`config.mk`:
```
export PLATFORM = sky130hd
export DESIGN_NAME = retrot_exec
export DESIGN_NICKNAME = d
export VERILOG_FILES = /design/src/retrot_pkg.sv /design/src/ret_stack.sv /design/src/retrot_exec.sv
export SDC_FILE = /design/constraint.sdc
export NUM_CORES = 1
export LEC_CHECK = 0
export ABC_AREA = 1
export BUFFER_PORTS_ARGS = -buffer_cell sky130_fd_sc_hd__buf_2
export CAP_MARGIN = 20
export CORE_ASPECT_RATIO = 1.4
export CORE_MARGIN = 2
export CORE_UTILIZATION = 25
export DETAILED_ROUTE_END_ITERATION = 10
export SLEW_MARGIN = 20
export SYNTH_ARGS = -nofsm -noshare
export SYNTH_HDL_FRONTEND = slang
export SYNTH_SLANG_ARGS = --single-unit
```
`constraint.sdc`:
```
create_clock -name CLK -period 2.65 [get_ports CLK]
set_input_delay 0 -clock CLK [delete_from_list [all_inputs] [get_ports CLK]]
set_output_delay 0 -clock CLK [all_outputs]
set_load 0.01 [all_outputs]
```
`src/retrot_pkg.sv`:
```
// constants and types for the return and rotate execution block
package retrot_pkg;
  localparam int DATA_W  = 8;
  localparam int PC_W    = 15;
  localparam int SP_W    = 4;
  localparam int DEPTH   = 16;
  localparam int IRQ_EN_BIT = 7;
  localparam logic [DATA_W-1:0] W_RST      = 8'h00;
  localparam logic [DATA_W-1:0] IRQCTL_RST = 8'h00;
  localparam logic [PC_W-1:0]   PC_RST     = 15'h0000;
  localparam logic [SP_W-1:0]   SP_RST     = 4'hf;
  localparam logic [SP_W-1:0]   SP_ONE     = 4'h1;
  localparam logic              DEST_W     = 1'b0;

  typedef enum logic [3:0] {
    OP_NONE  = 4'h0,
    OP_IRET  = 4'h1,
    OP_SRET  = 4'h2,
    OP_LRET  = 4'h3,
    OP_ROT   = 4'h4
  } op_t;

  typedef enum logic [1:0] {
    ST_IDLE = 2'b01,
    ST_POP2 = 2'b10
  } state_t;
endpackage

```
`src/ret_stack.sv`:
```
// return address stack with pop and push
`timescale 1ns/1ps
`default_nettype none
module ret_stack (
  // clock and reset
  input  wire logic                            CLK,
  input  wire logic                            RST_N,
  // control
  input  wire logic                            push,
  input  wire logic [retrot_pkg::PC_W-1:0]     push_addr,
  input  wire logic                            pop,
  // state
  output logic [retrot_pkg::PC_W-1:0]          top,
  output logic [retrot_pkg::SP_W-1:0]          sp
);
  logic [retrot_pkg::PC_W-1:0] mem [retrot_pkg::DEPTH];
  logic [retrot_pkg::SP_W-1:0] sp_q;

  always_ff @(posedge CLK) begin
    if (!RST_N) begin
      sp_q <= retrot_pkg::SP_RST;
    end else if (push) begin
      sp_q <= sp_q + retrot_pkg::SP_ONE;
    end else if (pop) begin
      sp_q <= sp_q - retrot_pkg::SP_ONE;
    end
  end

  // contents need no reset; pointer alone defines validity
  always_ff @(posedge CLK) begin
    if (push) begin
      mem[sp_q + retrot_pkg::SP_ONE] <= push_addr;
    end
  end

  assign top = mem[sp_q];
  assign sp  = sp_q;
endmodule // ret_stack
`default_nettype wire

```
`src/retrot_exec.sv`:
```
// execution of returns and rotate-left-through-carry
`timescale 1ns/1ps
`default_nettype none
module retrot_exec (
  // clock and reset
  input  wire logic                              CLK,
  input  wire logic                              RST_N,
  // decoded instruction
  input  wire logic                              OP_VALID,
  input  wire retrot_pkg::op_t                   OP,
  input  wire logic [retrot_pkg::DATA_W-1:0]     LITERAL,
  input  wire logic                              DEST_SEL,
  input  wire logic [retrot_pkg::DATA_W-1:0]     FILE_RD_DATA,
  // stack push from call logic
  input  wire logic                              PUSH,
  input  wire logic [retrot_pkg::PC_W-1:0]       PUSH_ADDR,
  // core state
  output logic                                   BUSY,
  output logic                                   DONE,
  output logic [retrot_pkg::PC_W-1:0]            PC,
  output logic [retrot_pkg::DATA_W-1:0]          W_REG,
  output logic [retrot_pkg::DATA_W-1:0]          IRQ_CONTROL_REG,
  output logic                                   CARRY,
  output logic                                   FILE_WR_EN,
  output logic [retrot_pkg::DATA_W-1:0]          FILE_WR_DATA,
  output logic [retrot_pkg::SP_W-1:0]            STACK_PTR
);
  retrot_pkg::state_t          state_q;
  retrot_pkg::op_t             op_q;
  logic [retrot_pkg::PC_W-1:0] pc_q;
  logic [retrot_pkg::PC_W-1:0] stack_top_entry;
  logic [retrot_pkg::DATA_W-1:0] w_q;
  logic [retrot_pkg::DATA_W-1:0] irq_ctl_q;
  logic [retrot_pkg::DATA_W-1:0] rot_d;
  logic [retrot_pkg::DATA_W-1:0] fwd_q;
  logic                          carry_q;
  logic                          fwe_q;
  logic                          done_q;
  logic                          accept;
  logic                          pop;

  function automatic logic is_ret(input retrot_pkg::op_t o);
    return o == retrot_pkg::OP_IRET || o == retrot_pkg::OP_SRET ||
           o == retrot_pkg::OP_LRET;
  endfunction

  assign accept = OP_VALID && state_q == retrot_pkg::ST_IDLE;
  // pop in the second cycle so the popped top is what lands in pc
  assign pop    = state_q == retrot_pkg::ST_POP2;

  ret_stack u_stack (
    .CLK       (CLK),
    .RST_N     (RST_N),
    .push      (PUSH && !pop),
    .push_addr (PUSH_ADDR),
    .pop       (pop),
    .top       (stack_top_entry),
    .sp        (STACK_PTR)
  );

  //////////////////////////////////////////////////////////////////////
  // sequencing: returns take two cycles, rotate one
  always_ff @(posedge CLK) begin
    if (!RST_N) begin
      state_q <= retrot_pkg::ST_IDLE;
      op_q    <= retrot_pkg::OP_NONE;
    end else begin
      unique case (state_q)
        retrot_pkg::ST_IDLE: begin
          if (accept && is_ret(OP)) begin
            state_q <= retrot_pkg::ST_POP2;
            op_q    <= OP;
          end
        end
        retrot_pkg::ST_POP2: begin
          state_q <= retrot_pkg::ST_IDLE;
        end
        default: state_q <= retrot_pkg::ST_IDLE;
      endcase
    end
  end

  always_ff @(posedge CLK) begin
    if (!RST_N) begin
      done_q <= 1'b0;
    end else begin
      done_q <= pop || (accept && OP == retrot_pkg::OP_ROT);
    end
  end

  //////////////////////////////////////////////////////////////////////
  // program counter from top of stack
  always_ff @(posedge CLK) begin
    if (!RST_N) begin
      pc_q <= retrot_pkg::PC_RST;
    end else if (pop) begin
      pc_q <= stack_top_entry;
    end
  end

  // global enable set on interrupt return only
  always_ff @(posedge CLK) begin
    if (!RST_N) begin
      irq_ctl_q <= retrot_pkg::IRQCTL_RST;
    end else if (pop && op_q == retrot_pkg::OP_IRET) begin
      irq_ctl_q[retrot_pkg::IRQ_EN_BIT] <= 1'b1;
    end
  end

  //////////////////////////////////////////////////////////////////////
  // rotate datapath
  assign rot_d = {FILE_RD_DATA[retrot_pkg::DATA_W-2:0], carry_q};

  always_ff @(posedge CLK) begin
    if (!RST_N) begin
      w_q <= retrot_pkg::W_RST;
    end else if (accept && OP == retrot_pkg::OP_LRET) begin
      w_q <= LITERAL;
    end else if (accept && OP == retrot_pkg::OP_ROT &&
                 DEST_SEL == retrot_pkg::DEST_W) begin
      w_q <= rot_d;
    end
  end

  // carry is the only flag this block touches
  always_ff @(posedge CLK) begin
    if (!RST_N) begin
      carry_q <= 1'b0;
    end else if (accept && OP == retrot_pkg::OP_ROT) begin
      carry_q <= FILE_RD_DATA[retrot_pkg::DATA_W-1];
    end
  end

  always_ff @(posedge CLK) begin
    if (!RST_N) begin
      fwe_q <= 1'b0;
      fwd_q <= retrot_pkg::W_RST;
    end else begin
      fwe_q <= accept && OP == retrot_pkg::OP_ROT &&
               DEST_SEL != retrot_pkg::DEST_W;
      fwd_q <= rot_d;
    end
  end

  assign BUSY            = state_q == retrot_pkg::ST_POP2;
  assign DONE            = done_q;
  assign PC              = pc_q;
  assign W_REG           = w_q;
  assign IRQ_CONTROL_REG = irq_ctl_q;
  assign CARRY           = carry_q;
  assign FILE_WR_EN      = fwe_q;
  assign FILE_WR_DATA    = fwd_q;
endmodule // retrot_exec
`default_nettype wire

```
Yosys cells after proc, flatten, opt, wreduce, memory -nomap -nowiden
Memories as Yosys holds them, arrays and structs flattened. A register that Yosys moved wholly into a read port is not among the register bits.
Cells that the tools add are included.

storage, ports and cells
  bits in registers = 30
  bits in writable memories = 240
  bits of input ports = 40
  output and inout bits = 47
  word-level logic and storage cells = 43
  memories kept = 1

memory list
  memory       words  width  read ports  clocked after Yosys merged registers in  wr ports  RTL line         RTL
  u_stack.mem  16     15     1           1                                        1         ret_stack.sv:16  logic [retrot_pkg::PC_W-1:0] mem [retrot_pkg::DEPTH];

cells by class
  add/subtract/negate cells = 2
  equality and inequality tests = 7
  multiplexer cells = 6
  bitwise gates (word level) = 1
  reductions and logical operators = 17

operators with widths
  kind                                                  count
  2-to-1 mux 8 bit                                      2
  equality test 4 x 1 -> 1 bit (second input constant)  2
  equality test 4 x 2 -> 1 bit (second input constant)  2
  logical AND 1 bit                                     8
  2-to-1 mux 4 bit                                      2
  adder 4 x 1 -> 4 bit (second input constant)          1
  equality test 4 x 3 -> 1 bit (second input constant)  1
  AND reduction 2 bit                                   2
  nonzero test 2 bit                                    2
  subtractor 4 x 1 -> 4 bit (second input constant)     1
  logical OR 1 bit                                      3
  equality test 2 x 1 -> 1 bit (second input constant)  1
  equality test 2 bit (second input constant)           1
  logical NOT 1 bit                                     2
  2-to-1 mux 1 bit                                      2
  NOT 1 bit                                             1

Longest topological paths before layout
  depth in word-level cells = 6
  mapped depth = 12
  mapped depth without buffers = 9

Modules after synthesis
From an unflattened synthesis, not the netlist that was laid out.

second synthesis, totals
  cells, all modules = 1260
  area, all modules = 12369.4 um2

modules (own cells, without submodules)
  module       times used  cells an instance  area an instance (um2)
  ret_stack    1           1042               10694.0
  retrot_exec  1           218                1675.4

Least setup slack after synthesis
No wires, ideal clock.

  path type = register -> register
  start = register u_stack.sp_q, in the netlist u_stack.sp[0]
  end = memory u_stack.mem[12][0] (netlist name) (enable)
  setup time = 0.386 ns
  arrival time = 1.779 ns
  required time = 2.264 ns
  slack = 0.484 ns
  stages on the path, launching flop included = 8
  path buffers = 2
  clock period less this slack = 2.166 ns
  cell sequence = dfxtp_1 > buf_6 > buf_6 > nand3_1 > xor2_1 > inv_1 > nand2_1 > nor2_1

on the way
  longest elaborated chain between the ends = 1

ends and longest elaborated chain
  what                      RTL line         RTL
  start: declaration        ret_stack.sv:17  logic [retrot_pkg::SP_W-1:0] sp_q;
  start signal: assignment  ret_stack.sv:21  sp_q <= retrot_pkg::SP_RST;
  start signal: assignment  ret_stack.sv:23  sp_q <= sp_q + retrot_pkg::SP_ONE;
  start signal: assignment  ret_stack.sv:25  sp_q <= sp_q - retrot_pkg::SP_ONE;
  adder 4 x 1 -> 4 bit      ret_stack.sv:32  mem[sp_q + retrot_pkg::SP_ONE] <= push_addr;
  end: declaration          ret_stack.sv:16

Every way passes these cells.

Worst setup path after layout
  start = register state_q[1]
  end = register w_q, in the netlist W_REG[0]

on the way
  longest elaborated chain between the ends = 5
  elaborated cells on any way between the ends = 7

ends and longest elaborated chain
  what                            RTL line            RTL
  start: declaration              retrot_exec.sv:28   retrot_pkg::state_t state_q;
  start signal: assignment        retrot_exec.sv:65   state_q <= retrot_pkg::ST_IDLE;
  start signal: assignment        retrot_exec.sv:71   state_q <= retrot_pkg::ST_POP2;
  start signal: assignment        retrot_exec.sv:76   state_q <= retrot_pkg::ST_IDLE;
  equality test 2 x 1 -> 1 bit *  retrot_exec.sv:47   assign accept = OP_VALID && state_q == retrot_pkg::ST_IDLE;
  logical AND 1 bit *             retrot_exec.sv:47
  logical AND 1 bit (2 in a row)  retrot_exec.sv:119  end else if (accept && OP == retrot_pkg::OP_ROT &&
  nonzero test 2 bit (no line)    -
  end signal: assignment          retrot_exec.sv:116  w_q <= retrot_pkg::W_RST;
  end signal: assignment          retrot_exec.sv:121  w_q <= rot_d;
  end: declaration                retrot_exec.sv:32   logic [retrot_pkg::DATA_W-1:0] w_q;

Every way passes the cells marked *; elsewhere a longest branch is shown, timed or not.
A chain may end at the register's enable or synchronous reset.

==> flow_summary.json <==
{
  "drcViolationCount": 0,
  "crit_path_end_kind": "flop",
  "grt_max_degree": 63,
  "synth-seq-cells": 285,
  "critical-path-top-delay-family": "buffers and inverters",
  "rsz0062_at_grt": "no",
  "clk_latency_ps": 560,
  "final_common_cell": "nand2_1",
  "pin_count": 87,
  "chipHeight_um": 259,
  "status": "completed",
  "setup_violations": 0,
  "fin_tns_setup_ps": 0,
  "avgSynthCellArea_um2": 10.9,
  "antenna_found_initial": 0,
  "yosysSeqAreaShare_pct": 69.7,
  "placement_rows": 93,
  "first_iter_violations": 692,
  "cts_tree": "yes",
  "cp_num_buf_inv": 4,
  "fin_crit_sh_pct": 91.8,
  "routed_wl_mm": 31.4,
  "synth_top_cell_by_area": "edfxtp_1",
  "root_buffer": "clkbuf_16",
  "fin_area_um2": 14300,
  "gp_congestion": 0.869,
  "slew_headroom_pct": 42.8,
  "cts.sinks": 285,
  "worstPathCellList": "inv_1 -> nand3_1 -> inv_1 -> nand3_1 -> dlygate4sd3_1 -> nand2_1 -> nand2_1 -> dlygate4sd3_1 -> a21oi_1",
  "syn-cell-area_um2": 11600,
  "finalHoldViolations": 0,
  "fin_skew_ps": 23.1,
  "grt_pass1_vias": 8138,
  "die_w_um": 186,
  "nets": 1262,
  "max_stage_delay_ps": 590,
  "track_usage_pct": 12.8,
  "drive_gt1_share_pct": 14.5,
  "cts_inserted_buffers": 28,
  "layout_common_cells": "nand2_1, edfxtp_1, nand3_1, buf_2, dlygate4sd3_1",
  "slew_viol_final": 0,
  "fmax_mhz": 411,
  "yosys_warnings": 0,
  "worst_slew_pin_slew_ps": 857,
  "routedWlPerCell_um": 16.9,
  "p_per_area_nw_per_um2": 702,
  "clockBufferDepth": 3,
  "holdCritPathClass": "input pin to flop",
  "vias": 8237,
  "n_antenna_cell": 0,
  "required_ps": 3140,
  "dpl-instance-area_um2": 12700,
  "min_period_ps": 2430,
  "hpwl_mm": 19.6,
  "vias_per_cell": 4.44,
  "yosys.area.top_type_share_pct": 61.9,
  "syn_to_final_growth_pct": 22.7,
  "clk_transition_reported_paths_ps": 60,
  "vdd_drop_max_v": 0.000346,
  "drv_cap": 0,
  "arrival_ps": 2920,
  "core_area_um2": 46000,
  "p_leak_nw": 5.51,
  "die-area_um2": 48300,
  "syn_inst": 1072,
  "start_util_pct": 25.3,
  "crit_type": "flop to flop",
  "netlist_top_cells_area": "edfxtp_1, nand2_1, nand3_1",
  "io_buffers": 79,
  "ys_types": 31,
  "critPathSlowestCell": "dlygate4sd3_1",
  "start_kind": "flop",
  "h-tree-depth": 1,
  "postRouteAntennaNets": 0,
  "worstPathMaxFanout": 13,
  "detail_route.first_pass.iterations": 5,
  "globalRouteOverflowTotal": 0,
  "grt_pass1_wl_mm": 47.9
}
flip-flops by register name, indices dropped and copies added, names as in the netlist:
register,flops
CARRY,1
PC,15
u_stack.mem,240
DONE,1
state_q,2
u_stack.sp,4
FILE_WR_EN,1
op_q,4
FILE_WR_DATA,8
W_REG,8
IRQ_CONTROL_REG,1
cell type report:
type	instances	area [um^2]
Multi-Input combinational cell	682	3010
Tap cell	617	772
Timing Repair Buffer	174	1290
Sequential cell	285	8110
Clock inverter	13	153
Fill cell	4624	31700
Clock buffer	39	762
Inverter	45	171
where the power goes:
part	internal [W]	switching, W	leakage (nW)
combinational	0.000298	0.000712	2.53
sequential	0.00500	0.0000419	2.53
clock	0.00230	0.00167	0.450
layer usage:
| layer | vias to the layer above | track usage (%) | wire length (um) |
|---|---|---|---|
| met5 | - | 0 | 0 |
| met4 | 0 | 5.42 | 1030 |
| met3 | 67 | 1.84 | 1960 |
| met2 | 341 | 22.5 | 15700 |
| met1 | 3922 | 15.6 | 12700 |
| li1 | 3907 | - | - |
stage by stage:
stage               instances  hold slack [ps]  util [%]  total power, W  setup WS (ps)
CTS                      1855              120      31.1          0.0101            277
finish                   1855              156      31.1          0.0100            216
global placement         1740              197      27.7         0.00608            482
detailed placement       1740              201      27.7         0.00609            485
floorplan                1078             93.5         -         0.00572            484
global route             1855              199      31.1          0.0104           63.9
path summary, 6_finish.rpt:
| kind | slack, ps | to | startpoint | cells after the start |
|---|---|---|---|---|
| setup / recovery | 220 | W_REG[0] | state_q[1] | 9 |
| hold / removal | 160 | op_q[3] | OP_VALID | 6 |
| setup reg to reg | 220 | W_REG[0] | state_q[1] | 9 |
| hold reg to reg | 440 | op_q[3] | op_q[3] | 2 |
worst min-delay path, cell delays in order:
cell     delay (ps)
buf_2           100
nand3_1          70
inv_1           210
nand2_1         130
nor2_1           70
nor2_1           90
Yosys cell counts (all sizes together):
| cell type | count |
|---|---|
| ha | 6 |
| xor2 | 3 |
| inv | 44 |
| dfxtp | 45 |
| nand3 | 211 |
| nor3 | 3 |
| a21oi | 10 |
| conb | 1 |
| buf | 57 |
| nand4 | 1 |
| clkinv | 1 |
| o21ai | 9 |
| edfxtp | 240 |
| o211ai | 1 |
| o2111ai | 1 |
| clkbuf | 9 |
| a211oi | 1 |
| nand2 | 363 |
| nor2 | 66 |
kinds of logic after synthesis:
kind of cell             after synthesis  share of synthesized area, %
buffers and inverters                111                          4.97
flip-flops                           285                          69.7
XOR/XNOR                               3                         0.226
other                                  1                        0.0322
AND/OR/NAND/NOR                      644                          23.4
adder cells (fa/ha/maj)                6                         0.645
AO/OA/AOI/OAI                         22                          1.02
timing repair:
item	in CTS	in global routing
setup buffers	0	0
hold buffers	63	0
setup endpoints to repair	0	0
hold endpoints to repair	268	0
gates resized for setup	0	0
(Power assumes the default switching activity.)
